--- src/common/nvprog_pkg.sv ---
// Purpose: constants and types for the nonvolatile program control block
// Assumes: register index times four is the APB byte address
// Notes: register field layouts are the packed structs below
package nvprog_pkg;
   // register indices
   localparam logic [5:0] IDX_EPROM_CTL  = 6'h2B;
   localparam logic [5:0] IDX_BLK_PROT   = 6'h35;
   localparam logic [5:0] IDX_OPTIONS    = 6'h39;
   localparam logic [5:0] IDX_EEPROM_CTL = 6'h3B;
   localparam logic [5:0] IDX_MODE       = 6'h3C;
   localparam logic [5:0] IDX_STATUS     = 6'h3D;
   // values after reset
   localparam logic [7:0] CTL_RST        = 8'h00;
   localparam logic [7:0] OPTIONS_RST    = 8'h10;
   localparam logic [7:0] BLK_PROT_RST   = 8'hFF;
   localparam logic [7:0] MODE_RST       = 8'h00;
   localparam int         PUMP_CLOCK_SELECT_POS       = 6;
   // clearing of protect bits is open for this many cycles
   localparam logic [6:0] PROT_WINDOW_CYC = 7'h40;
   // eprom address and data masks for the factory modes
   localparam logic [15:0] MBE_ADDR_MASK  = 16'h0020;
   localparam logic [15:0] EXTRA_COLUMN_SELECT_IGN_MASK = 16'h001E;
   localparam logic [15:0] EXTRA_ROW_SELECT_IGN_MASK = 16'h0FC0;
   localparam logic [7:0]  EXTRA_COLUMN_SELECT_DATA_MASK = 8'h81;
   // eeprom region boundaries, offsets within the 4-K page
   localparam logic [11:0] EE_OFF_R0 = 12'hD80;
   localparam logic [11:0] EE_OFF_R1 = 12'hDA0;
   localparam logic [11:0] EE_OFF_R2 = 12'hDE0;
   localparam logic [11:0] EE_OFF_R3 = 12'hE60;
   localparam logic [11:0] EE_OFF_R4 = 12'hF80;
   // erase scope codes
   localparam logic [1:0] SCOPE_BULK = 2'h0;
   localparam logic [1:0] SCOPE_ROW  = 2'h1;
   localparam logic [1:0] SCOPE_BYTE = 2'h2;

   typedef struct packed {
      logic       multi_byte_program;
      logic       rsv6;
      logic       eprom_latch;
      logic       extra_column_select;
      logic       extra_row_select;
      logic [1:0] rsv_lo;
      logic       eprom_voltage_enable;
   } eprom_ctl_s;

   typedef struct packed {
      logic odd_rows;
      logic even_rows;
      logic low_voltage_inhibit_status;
      logic byte_erase;
      logic row_erase;
      logic erase_mode;
      logic eeprom_latch;
      logic eeprom_voltage_command;
   } eeprom_ctl_s;

   typedef struct packed {
      logic       bulk_erase_protect;
      logic       low_voltage_protect_enable;
      logic       config_protect;
      logic [4:0] region_protect_bits;
   } blk_prot_s;

   typedef struct packed {
      logic [4:0] rsv;
      logic       eeprom_visible_enable;
      logic       bootstrap;
      logic       special_test;
   } mode_s;

   typedef enum logic [3:0] {
      ST_IDLE    = 4'h1,
      ST_LATCHED = 4'h2,
      ST_ARMED   = 4'h4,
      ST_PROG    = 4'h8
   } ee_state_e;
endpackage : nvprog_pkg

--- src/rtl/nvprog_ctrl.sv ---
// Purpose: program/erase control for on-chip EPROM and EEPROM arrays
// Assumes: APB slave with one wait state; array strobes on SYS_CLK
// Notes: array-side outputs are registered, one edge after their cause
//
// Overview of operation
// - latch mode captures EPROM writes, blocks reads
// - latch bit frozen while EPROM voltage on, except by an all-zero write
// - EPROM voltage bit writable only when latched
// - multi-byte mode ignores address bit five
// - extra columns: data bits 7,0, address 11:5 and 0
// - extra rows: address bits 5:0 only
// - EEPROM latch clear gives plain reads
// - pump clock select picks E or RC
// - EEPROM voltage needs latch, address, command order
// - latch and command together set neither
// - inhibit status bit always reads zero
// - byte and row bits pick erase scope
// - erase bit selects erase or program
// - command bit switches array voltage
// - protect bits clear only in first 64 cycles
// - protect bits settable anytime; special modes free
// - bulk protect refuses bulk and row erase
// - protect enable bit has no effect
// - five protect bits guard five regions
// - array visible only when enabled, writable only when unprotected
// - array writes ignored while command bit set
//
// Local design decision: the APB register port.
`timescale 1ns/1ps
`default_nettype none
module nvprog_ctrl
   import nvprog_pkg::*;
(
   // clock and reset
   input  wire logic        SYS_CLK,
   input  wire logic        NRST,
   // apb slave
   input  wire logic        PSEL,
   input  wire logic        PENABLE,
   input  wire logic        PWRITE,
   input  wire logic [7:0]  PADDR,
   input  wire logic [31:0] PWDATA,
   output logic      [31:0] PRDATA,
   output logic             PREADY,
   output logic             PSLVERR,
   // cpu writes toward the arrays
   input  wire logic        MEM_WR,
   input  wire logic        MEM_EPROM_SEL,
   input  wire logic        MEM_EEPROM_SEL,
   input  wire logic        MEM_CONFIG_SEL,
   input  wire logic [15:0] MEM_ADDR,
   input  wire logic [7:0]  MEM_WDATA,
   // eprom array side
   output logic      [15:0] EP_LATCH_ADDR,
   output logic      [7:0]  EP_LATCH_DATA,
   output logic             EP_VPP_ON,
   output logic             EP_READ_EN,
   output logic             EP_USER_ARRAY_EN,
   output logic             EP_EXTRA_COL,
   output logic             EP_EXTRA_ROW,
   output logic             EP_MULTI_BYTE,
   // eeprom array side
   output logic      [11:0] EE_LATCH_ADDR,
   output logic      [7:0]  EE_LATCH_DATA,
   output logic             EE_LATCH_CONFIG,
   output logic             EE_VPP_ON,
   output logic             EE_ERASE_MODE,
   output logic      [1:0]  EE_ERASE_SCOPE,
   output logic             EE_READ_EN,
   output logic             EE_VISIBLE,
   // charge pump
   output logic             PUMP_CLK_RC
);
   eprom_ctl_s  ep_q, ep_d, ep_w;
   eeprom_ctl_s ee_q, ee_d, ee_w, ee_rd;
   blk_prot_s   bp_q, bp_d;
   mode_s       md_q, md_d;
   ee_state_e   st_q, st_d;
   logic [7:0]  opt_q, opt_d;
   logic [6:0]  win_q;
   logic        refused_q;
   logic [7:0]  w8, rd_byte, status;
   logic [5:0]  idx;
   logic [11:0] off;
   logic [4:0]  reg_hit;
   logic [15:0] ep_mask;
   logic        hit, acc, wr_en, wr_ep, wr_ee, wr_bp, wr_opt, wr_md;
   logic        win_open, ep_cap, in_array, prot, cfg_ok;
   logic        erase_refused, ee_attempt, ee_ok;

   // apb decode
   assign idx    = PADDR[7:2];
   assign w8     = PWDATA[7:0];
   assign acc    = PSEL & PENABLE;
   assign hit    = (PADDR[1:0] == 2'h0) &&
                   (idx == IDX_EPROM_CTL || idx == IDX_BLK_PROT ||
                    idx == IDX_OPTIONS || idx == IDX_EEPROM_CTL ||
                    idx == IDX_MODE || idx == IDX_STATUS);
   assign wr_en  = acc & PREADY & PWRITE & hit;
   assign wr_ep  = wr_en & (idx == IDX_EPROM_CTL);
   assign wr_ee  = wr_en & (idx == IDX_EEPROM_CTL);
   assign wr_bp  = wr_en & (idx == IDX_BLK_PROT);
   assign wr_opt = wr_en & (idx == IDX_OPTIONS);
   assign wr_md  = wr_en & (idx == IDX_MODE);
   assign ep_w   = w8;
   assign ee_w   = w8;

   // register readback; latch and command bits reflect the sequencer
   always_comb begin
      ee_rd = ee_q;
      ee_rd.low_voltage_inhibit_status = 1'b0;
      ee_rd.eeprom_latch = (st_q != ST_IDLE);
      ee_rd.eeprom_voltage_command = (st_q == ST_PROG);
   end
   assign status  = {2'h0, refused_q, win_open, st_q};
   assign rd_byte = !hit                   ? 8'h00 :
                    idx == IDX_EPROM_CTL   ? ep_q :
                    idx == IDX_BLK_PROT    ? bp_q :
                    idx == IDX_OPTIONS     ? opt_q :
                    idx == IDX_EEPROM_CTL  ? ee_rd :
                    idx == IDX_MODE        ? md_q : status;

   // one wait state keeps PRDATA and PREADY straight from flops
   always_ff @(posedge SYS_CLK or negedge NRST) begin
      if (!NRST) begin
         PREADY  <= 1'b0;
         PSLVERR <= 1'b0;
         PRDATA  <= 32'h00000000;
      end else begin
         PREADY  <= acc & !PREADY;
         PSLVERR <= acc & !PREADY & !hit;
         if (acc && !PREADY) begin
            PRDATA <= {24'h000000, rd_byte};
         end
      end
   end

   // eprom control register
   always_comb begin
      ep_d = ep_q;
      if (wr_ep) begin
         if (w8 == CTL_RST) begin
            ep_d = CTL_RST;
         end else begin
            if (!ep_q.eprom_voltage_enable) begin
               ep_d.eprom_latch = ep_w.eprom_latch;
            end
            if (ep_q.eprom_latch) begin
               ep_d.eprom_voltage_enable = ep_w.eprom_voltage_enable;
            end
            // factory bits can only be set in special test mode
            if (md_q.special_test) begin
               ep_d.multi_byte_program  = ep_w.multi_byte_program;
               ep_d.extra_column_select = ep_w.extra_column_select;
               ep_d.extra_row_select    = ep_w.extra_row_select;
            end
         end
      end
   end

   // eprom capture path with factory address folding
   assign ep_cap  = MEM_WR & MEM_EPROM_SEL & ep_q.eprom_latch;
   assign ep_mask = ~((ep_q.multi_byte_program  ? MBE_ADDR_MASK  : 16'h0000)
                    | (ep_q.extra_column_select ? EXTRA_COLUMN_SELECT_IGN_MASK : 16'h0000)
                    | (ep_q.extra_row_select    ? EXTRA_ROW_SELECT_IGN_MASK : 16'h0000));

   always_ff @(posedge SYS_CLK or negedge NRST) begin
      if (!NRST) begin
         ep_q          <= CTL_RST;
         EP_LATCH_ADDR <= 16'h0000;
         EP_LATCH_DATA <= 8'h00;
      end else begin
         ep_q <= ep_d;
         if (ep_cap) begin
            EP_LATCH_ADDR <= MEM_ADDR & ep_mask;
            EP_LATCH_DATA <= ep_q.extra_column_select ?
                             (MEM_WDATA & EXTRA_COLUMN_SELECT_DATA_MASK) : MEM_WDATA;
         end
      end
   end

   always_ff @(posedge SYS_CLK or negedge NRST) begin
      if (!NRST) begin
         EP_VPP_ON        <= 1'b0;
         EP_READ_EN       <= 1'b1;
         EP_USER_ARRAY_EN <= 1'b1;
         EP_EXTRA_COL     <= 1'b0;
         EP_EXTRA_ROW     <= 1'b0;
         EP_MULTI_BYTE    <= 1'b0;
      end else begin
         EP_VPP_ON        <= ep_d.eprom_voltage_enable;
         EP_READ_EN       <= !ep_d.eprom_latch;
         EP_USER_ARRAY_EN <= !(ep_d.extra_column_select |
                               ep_d.extra_row_select);
         EP_EXTRA_COL     <= ep_d.extra_column_select;
         EP_EXTRA_ROW     <= ep_d.extra_row_select;
         EP_MULTI_BYTE    <= ep_d.multi_byte_program;
      end
   end

   // eeprom write qualification
   assign off      = MEM_ADDR[11:0];
   assign reg_hit  = {off >= EE_OFF_R4,
                      off >= EE_OFF_R3 && off < EE_OFF_R4,
                      off >= EE_OFF_R2 && off < EE_OFF_R3,
                      off >= EE_OFF_R1 && off < EE_OFF_R2,
                      off < EE_OFF_R1};
   assign prot     = |(reg_hit & bp_q.region_protect_bits);
   assign in_array = MEM_EEPROM_SEL & md_q.eeprom_visible_enable &
                     (off >= EE_OFF_R0);
   assign cfg_ok   = MEM_CONFIG_SEL & !bp_q.config_protect;
   assign erase_refused = ee_q.erase_mode & !ee_q.byte_erase &
                          bp_q.bulk_erase_protect;
   assign ee_attempt = MEM_WR & (MEM_EEPROM_SEL | MEM_CONFIG_SEL) &
                       (st_q != ST_IDLE);
   assign ee_ok    = ee_attempt & (st_q != ST_PROG) &
                     ((in_array & !prot) | cfg_ok) & !erase_refused;

   // programming sequencer
   always_comb begin
      st_d = st_q;
      case (st_q)
         ST_IDLE: begin
            if (wr_ee && ee_w.eeprom_latch &&
                !ee_w.eeprom_voltage_command) begin
               st_d = ST_LATCHED;
            end
         end
         ST_LATCHED: begin
            if (ee_ok) begin
               st_d = ST_ARMED;
            end
         end
         ST_ARMED: begin
            if (wr_ee && ee_w.eeprom_latch &&
                ee_w.eeprom_voltage_command) begin
               st_d = ST_PROG;
            end
         end
         ST_PROG: begin
            if (wr_ee && !ee_w.eeprom_voltage_command) begin
               st_d = ST_LATCHED;
            end
         end
         default: begin
            st_d = ST_IDLE;
         end
      endcase
      if (wr_ee && !ee_w.eeprom_latch) begin
         st_d = ST_IDLE;
      end
   end

   always_comb begin
      ee_d = ee_q;
      if (wr_ee) begin
         ee_d.byte_erase = ee_w.byte_erase;
         ee_d.row_erase  = ee_w.row_erase;
         ee_d.erase_mode = ee_w.erase_mode;
         if (md_q.special_test) begin
            ee_d.odd_rows  = ee_w.odd_rows;
            ee_d.even_rows = ee_w.even_rows;
         end
      end
      ee_d.low_voltage_inhibit_status = 1'b0;
      ee_d.eeprom_latch = 1'b0;
      ee_d.eeprom_voltage_command = 1'b0;
   end

   always_ff @(posedge SYS_CLK or negedge NRST) begin
      if (!NRST) begin
         st_q            <= ST_IDLE;
         ee_q            <= CTL_RST;
         refused_q       <= 1'b0;
         EE_LATCH_ADDR   <= 12'h000;
         EE_LATCH_DATA   <= 8'h00;
         EE_LATCH_CONFIG <= 1'b0;
      end else begin
         st_q <= st_d;
         ee_q <= ee_d;
         if (ee_attempt) begin
            refused_q <= !ee_ok;
         end
         if (ee_ok) begin
            EE_LATCH_ADDR   <= off;
            EE_LATCH_DATA   <= MEM_WDATA;
            EE_LATCH_CONFIG <= MEM_CONFIG_SEL;
         end
      end
   end

   always_ff @(posedge SYS_CLK or negedge NRST) begin
      if (!NRST) begin
         EE_VPP_ON      <= 1'b0;
         EE_ERASE_MODE  <= 1'b0;
         EE_ERASE_SCOPE <= SCOPE_BULK;
         EE_READ_EN     <= 1'b0;
         EE_VISIBLE     <= 1'b0;
      end else begin
         EE_VPP_ON      <= (st_d == ST_PROG);
         EE_ERASE_MODE  <= ee_d.erase_mode;
         EE_ERASE_SCOPE <= ee_d.byte_erase ? SCOPE_BYTE :
                           ee_d.row_erase ? SCOPE_ROW : SCOPE_BULK;
         EE_READ_EN     <= (st_d == ST_IDLE) &
                           md_d.eeprom_visible_enable;
         EE_VISIBLE     <= md_d.eeprom_visible_enable;
      end
   end

   // block protect, options and mode
   assign win_open = (win_q != PROT_WINDOW_CYC);

   always_comb begin
      bp_d = bp_q;
      if (wr_bp) begin
         if (md_q.special_test || md_q.bootstrap || win_open) begin
            bp_d = w8;
         end else begin
            bp_d = bp_q | w8;
         end
      end
   end
   assign opt_d = wr_opt ? w8 : opt_q;
   always_comb begin
      md_d = md_q;
      if (wr_md) begin
         md_d     = w8;
         md_d.rsv = 5'h00;
      end
   end

   // trades a free-running counter for a fixed, reset-anchored window
   always_ff @(posedge SYS_CLK or negedge NRST) begin
      if (!NRST) begin
         win_q       <= 7'h00;
         bp_q        <= BLK_PROT_RST;
         opt_q       <= OPTIONS_RST;
         md_q        <= MODE_RST;
         PUMP_CLK_RC <= OPTIONS_RST[PUMP_CLOCK_SELECT_POS];
      end else begin
         if (win_open) begin
            win_q <= 7'(win_q + 7'h01);
         end
         bp_q        <= bp_d;
         opt_q       <= opt_d;
         md_q        <= md_d;
         PUMP_CLK_RC <= opt_d[PUMP_CLOCK_SELECT_POS];
      end
   end
endmodule : nvprog_ctrl
`default_nettype wire

--- config.mk ---
export PLATFORM = sky130hd
export DESIGN_NAME = nvprog_ctrl
export DESIGN_NICKNAME = d
export VERILOG_FILES = /design/src/common/nvprog_pkg.sv /design/src/rtl/nvprog_ctrl.sv
export SDC_FILE = /design/constraint.sdc
export NUM_CORES = 1
export LEC_CHECK = 0
export ABC_AREA = 1
export BUFFER_PORTS_ARGS = -buffer_cell sky130_fd_sc_hd__buf_4
export CORE_UTILIZATION = 30
export DETAILED_ROUTE_END_ITERATION = 16
export PLACE_DENSITY = 0.54
export SYNTH_ARGS = -nofsm -noshare
export SYNTH_HDL_FRONTEND = slang
export SYNTH_SLANG_ARGS = --single-unit
--- constraint.sdc ---
create_clock -name SYS_CLK -period 1.9 [get_ports SYS_CLK]
set_input_delay 0.38 -clock SYS_CLK [delete_from_list [all_inputs] [get_ports SYS_CLK]]
set_output_delay 0.38 -clock SYS_CLK [all_outputs]
set_load 0.05 [all_outputs]
==> results of run 1 <==
==> cell families after synthesis <==
logic type	after synthesis	synth area share, %
simple gates	273	24.6
compound gates	103	12.2
flops	101	52.0
other cells	1	0.0767
fa+ha+maj	2	0.512
xor+xnor	5	0.896
buf+inv	91	9.65
==> cell type report <==
cell class	count	area, sq um	share of cell area, %
repair buffers	142	1120	17.5
well taps	216	270	4.23
multi-input cells	407	1960	30.7
clock inverters	7	75.1	1.17
flip-flops and latches	101	2540	39.8
clock buffers	9	225	3.52
inverters	53	199	3.11
==> placed cells by master, fill, tap and decap left out, types with 7 or more instances in the layout <==
cell	instances
nand2_1	189
buf_4	138
dfrtp_1	89
inv_1	51
o21ai_0	49
nor2_1	30
conb_1	24
nand3_1	17
a21oi_1	17
dfstp_2	12
nor3_1	10
clkbuf_16	9
o21ai_2	8
o22ai_1	7
==> repair_timing <==
item,CTS,global route
setup buffers,0,0
gates resized for setup,0,1
setup endpoints to repair,0,13
==> layer usage <==
layer  up-vias  track usage, %  routed length [microns]
met5         -               0                        0
met4         0            6.91                      301
met3        21            3.30                      854
met2       152            27.7                     6110
met1      2038            22.2                     6130
li1       2098               -                        -
==> sequential cells by signal (all words and copies together) (netlist names), 2 cells and up <==
| name | flops |
|---|---|
| st_q | 4 |
| EP_LATCH_ADDR | 16 |
| ee_q | 3 |
| EP_LATCH_DATA | 8 |
| PRDATA | 8 |
| EE_ERASE_SCOPE | 2 |
| bp_q | 8 |
| md_q | 3 |
| win_q | 7 |
| EE_LATCH_DATA | 8 |
| opt_q | 7 |
| EE_LATCH_ADDR | 12 |
==> cell usage after synthesis, types with 3 or more instances <==
library cell	instances	area, sq um
inv_1	51	191
nand3_4	3	52.6
o21bai_1	3	22.5
nor2_1	30	113
nand2_2	3	18.8
xor2_1	5	43.8
nor3_1	10	50.1
buf_4	28	210
o21ai_2	8	70.1
dfrtp_1	89	2230
dfstp_2	12	315
o31ai_1	5	37.5
o22ai_1	7	43.8
o211ai_1	6	45.0
nand3_1	17	85.1
nand2_1	190	713
nor2_2	3	18.8
clkbuf_1	7	26.3
o21ai_0	49	245
o21ai_1	5	25.0
a21oi_1	17	85.1
nor2_4	4	45.0
nand4_1	5	31.3
==> metrics by stage <==
step | instance area, sq um | total power (uW) | cells | util [%]
final | 6390 | 4430 | 935 | 40.2
after global routing | 6390 | 4610 | 935 | 40.2
after global placement | 6090 | 2580 | 919 | 38.3
after CTS | 6390 | 4490 | 935 | 40.2
after floorplan | 4970 | 2430 | 599 | -
after detailed placement | 6090 | 2580 | 919 | 38.3
==> worst paths after layout <==
check	from	end	slack (ps)	cells past startpoint
max	st_q[2]	EE_LATCH_DATA[6]	180	9
min	NRST	EP_LATCH_ADDR[12]	60	2
min in group SYS_CLK	MEM_ADDR[14]	EP_LATCH_ADDR[14]	230	3
min reg2reg	EE_LATCH_CONFIG	EE_LATCH_CONFIG	480	2
max in group asynchronous	NRST	EP_MULTI_BYTE	1390	2
max reg2reg	st_q[2]	EE_LATCH_DATA[6]	180	9
==> power groups by stage <==
stage / clock network, uW / registers [uW] / logic, uW
final: 1890 / 2160 / 379
after global routing: 2040 / 2160 / 414
after CTS: 1950 / 2160 / 383
after detailed placement: 0 / 2200 / 382
after global placement: 0 / 2200 / 378
after floorplan: 0 / 2220 / 211
==> results.toml, run 1 <==
[yosys]
synth_warnings = 0
async_flop_share_pct = 100
avgSynthCellArea_sq_um = 8.49
yosysSeqAreaShare_pct = 52.0
synth_cells = 576
synth_seq_cells = 101
ys.flop_type = "dfrtp_1"
synth.cell_area_sq_mm = 0.00489
synthDistinctLibCells = 38
synth_edf_count = 0

[worst_setup_path]
crit_type = "reg -> reg"
critical-path-slowest-cell = "dfrtp_1"
critPathLaunchType = "flip-flop"
cp_cell_sequence = "inv_1 > nand4_1 > o211ai_1 > nor3_1 > nand2_2 > inv_1 > buf_12 > nand2_1 > nand2_1"
path_max_fanout = 14
arrival_ps = 2010
cpPeakStageDelay_ps = 390
required_ps = 2190
path_buf_inv = 3
end_kind = "flip-flop"
critical-path-top-delay-family = "simple AND/OR/NAND/NOR gates"

[detailed_routing]
routedWlPerCell_microns = 14.3
postRouteAntennaNets = 0
drt_first_pass_iters = 5
routed-via-count = 4309
viasPerCell = 4.61
wl_microns = 13400
drc = 0
drtIter0Drc = 234

[sta]
final-hold-violation-count = 0
setup_violations = 0
clock_skew_ps = 11.5
period_minus_slack_ps = 1720
fin_crit_sh_pct = 90.8
relSlewSlack_pct = 61.7
fmax_mhz = 580
finalWorstSetupSlack_ps = 175
worst_slew_pin_slew_ps = 575
rsz0062_at_grt = "false"
setup_tns_ps = 0
drv_slew = 0
holdWs_ps = 62.4

[power]
seq_power_share_pct = 48.8
switching_power_uw = 1130
leakage_uw = 0.00336
max-vdd-ir-drop_v = 0.000520
pwr-share-clk_pct = 42.7
power.density_mw_per_mm2 = 692
cell_internal_pwr_uw = 3290
comb_power_share_pct = 8.6
p_sw_share_pct = 25.6

[floorplanning]
rows = 46
die_w_microns = 130
initial_utilization_pct = 30.8
core_sq_mm = 0.0159
die_y_microns = 130
io_pins = 165
dieArea_sq_mm = 0.0168

[final_layout]
nFillCells = 1633
diodes = 0
area_growth_pct = 30.7
layout-drive-gt1-share_pct = 27.4
nets = 789

[run]
maxCapViolCount = 0

[clock_network]
htreeDepth = 3
tritoncts = "built"
clk_path_buf_depth = 2
clkSlewWorstSetupHoldPaths_ps = 70
clkLatencyLatePin_ps = 360
cts-root-buf = "clkbuf_16"
cts_hold_buf = 0
cts_buffers = 9
clock_sinks = 101

[grt]
grt_pass1_wl_microns = 21700
grtUsageTotal_pct = 17.0
grt_max_degree = 102
first_global_vias = 4200
antenna_found_initial = 0
overflow = 0

[placed_design]
place.gp.congestion = 0.868
dpl_worst_slack_ps = 16.5
hpwl_microns = 9990
io_buffers = 116

[run_status]
status = "finished clean"

[worst_hold_path]
worstHoldPathType = "in -> async"
No activity file was read; power rests on OpenSTA's default activity.
==> run 2, diff against run 1 <==
--- a/config.mk
+++ b/config.mk
@@ -7,9 +7,13 @@
 export LEC_CHECK = 0
 export ABC_AREA = 1
 export BUFFER_PORTS_ARGS = -buffer_cell sky130_fd_sc_hd__buf_4
+export CELL_PAD_IN_SITES_DETAIL_PLACEMENT = 1
+export CELL_PAD_IN_SITES_GLOBAL_PLACEMENT = 1
 export CORE_UTILIZATION = 30
+export CTS_BUF_LIST = sky130_fd_sc_hd__clkbuf_4
 export DETAILED_ROUTE_END_ITERATION = 16
-export PLACE_DENSITY = 0.54
+export HOLD_SLACK_MARGIN = 0.12
+export PLACE_DENSITY = 0.7
 export SYNTH_ARGS = -nofsm -noshare
 export SYNTH_HDL_FRONTEND = slang
 export SYNTH_SLANG_ARGS = --single-unit
==> run 2 against run 1 <==
Sequential power about the same. Non-clock buffer count up 19. Critical path depth grew 5. Highest routed layer unchanged. Count of clock-buffer cells in the layout grew 2. Critical path type unchanged. Sequential share of layout area fell by 0.30 points. Design area rose by 0.76%.
==> results.toml, run 2 (synthesized netlist as in run 1, its figures left out) <==
[run_status]
status = "finished clean"

[detailed_routing]
postRouteAntennaNets = 0
drtIter0Drc = 201
routedWlPerCell_microns = 16.0
routed-via-count = 4459
wl_microns = 15200
drc = 0
viasPerCell = 4.67
drt_first_pass_iters = 4

[final_layout]
final_cell_mix = "187 x nand2_1, 138 x buf_4, 89 x dfrtp_1, 49 x inv_1, 48 x o21ai_0"
layout-drive-gt1-share_pct = 27.1
nets = 808
regArea_sq_mm = 0.00254
nFillCells = 1945
fin_util_pct = 40.5
top_regs = "EP_LATCH_ADDR (16), EE_LATCH_ADDR (12)"
mostFrequentLayoutCell = "nand2_1"
largest_register_ffs = 16
diodes = 0
top_register = "EP_LATCH_ADDR"
fin_area_sq_mm = 0.00644
multi_input_area_sq_mm = 0.00198
area_growth_pct = 31.7

[sta]
clock_skew_ps = 24.0
drv_slew = 0
holdWs_ps = 155
final-hold-violation-count = 0
fmax_mhz = 565
relSlewSlack_pct = 65.8
setup_tns_ps = 0
setup_violations = 0
worst_slew_pin_slew_ps = 508
fin_crit_sh_pct = 93.2
period_minus_slack_ps = 1770

[clock_network]
cts_buffers = 9
clk_path_buf_depth = 2
tritoncts = "built"
htreeDepth = 3
clkLatencyLatePin_ps = 500
cts-root-buf = "clkbuf_4"
clock_sinks = 101
clkSlewWorstSetupHoldPaths_ps = 170

[floorplanning]
io_pins = 165
core_sq_mm = 0.0159
die_y_microns = 130
die_w_microns = 130
rows = 46
dieArea_sq_mm = 0.0168
initial_utilization_pct = 30.8

[power]
pwr-share-clk_pct = 31.3
seq_power_share_pct = 57.5
cell_internal_pwr_uw = 2720
max-vdd-ir-drop_v = 0.000246
comb_power_share_pct = 11.1
switching_power_uw = 1030
leakage_uw = 0.00338
power.density_mw_per_mm2 = 583
p_sw_share_pct = 27.6

[placed_design]
io_buffers = 116
hpwl_microns = 11400
place.gp.congestion = 0.854
postPlaceCellArea_sq_mm = 0.00604

[worst_setup_path]
cpMostUsedCell = "nand2_1"
cp_cell_sequence = "inv_2 > nor2_1 > nand2_1 > nor2_2 > nor2_1 > nand2_1 > nand2_1 > nand2_1 > nand2_2 > nand2_4 > clkinvlp_4 > buf_12 > nand2_1 > nand2_1"
critical-path-slowest-cell = "dfstp_2"
crit_type = "reg -> reg"
path_max_fanout = 15
arrival_ps = 2160
cpPeakStageDelay_ps = 560
required_ps = 2290
reg2regPathDepth = 14
critPathLaunchType = "flip-flop"
end_kind = "flip-flop"

[grt]
antenna_found_initial = 0
grt_max_degree = 46
grtUsageTotal_pct = 18.9
first_global_vias = 4751
overflow = 0
grt_pass1_wl_microns = 24100

[worst_hold_path]
hold-path-cell-count = 3
worstHoldPathType = "in -> reg"

[run]
maxCapViolCount = 0
run 2: cell types whose count changed in the layout (fill, tap and decap cells not counted), sizes merged:
| cell | delta |
|---|---|
| buf | -1 |
| inv | -1 |
| clkinv | +1 |
| clkinvlp | -2 |
| dlygate4sd3 | +19 |
| clkbuf | +3 |
run 2: repair_timing:
item                                    4_1_cts  5_1_grt
hold buffers                                 19        0
endpoints found under the setup margin        0       23
gates resized for setup                       0       12
endpoints found under the hold margin        48        0
setup buffers                                 0        1
run 2: cell type report:
class | instances | share of cell area (%)
Inverter | 53 | 3.15
Multi-Input combinational cell | 407 | 30.8
Clock inverter | 5 | 0.777
Tap cell | 216 | 4.20
Sequential cell | 101 | 39.5
Clock buffer | 11 | 1.28
Timing Repair Buffer | 161 | 20.4
run 2: power by group through the flow:
| stage | logic [uW] | clock network [uW] | registers, uW |
|---|---|---|---|
| after global routing | 453 | 1280 | 2160 |
| after global placement | 379 | 0 | 2200 |
| after floorplan | 211 | 0 | 2220 |
| after CTS | 420 | 1200 | 2160 |
| after detailed placement | 387 | 0 | 2200 |
| final | 418 | 1170 | 2160 |
run 2: per-stage QoR:
stage | setup WS (ps) | power [uW] | instances
finish | 129 | 3750 | 954
CTS | 17.7 | 3780 | 952
floorplan | 155 | 2430 | 599
detailed placement | -30.4 | 2590 | 917
global placement | 50.8 | 2580 | 917
global route | -56.0 | 3890 | 954
run 2: worst max-delay path: cells and delay by family (launching register included):
kind | cells | cell delay, ps
flops | 1 | 560
buf+inv | 3 | 310
simple gates | 11 | 780
run 2: worst paths after layout:
| path | slack (ps) | end | startpoint |
|---|---|---|---|
| worst min-delay path | 160 | EE_LATCH_DATA[0] | MEM_WDATA[0] |
| min in group asynchronous | 380 | EP_LATCH_DATA[3] | NRST |
| worst max-delay path | 130 | EE_LATCH_DATA[3] | bp_q[1] |
| max in group asynchronous | 820 | EP_READ_EN | NRST |
| worst min register to register | 500 | opt_q[4] | opt_q[4] |
| worst max register to register | 130 | EE_LATCH_DATA[3] | bp_q[1] |
run 2: routing by layer:
metal | GRT usage (%) | up-vias | wire, microns
met5 | 0 | - | 0
met4 | 8.41 | 0 | 346
met3 | 3.47 | 19 | 685
met2 | 33.0 | 113 | 7540
met1 | 22.5 | 2197 | 6660
li1 | - | 2130 | -
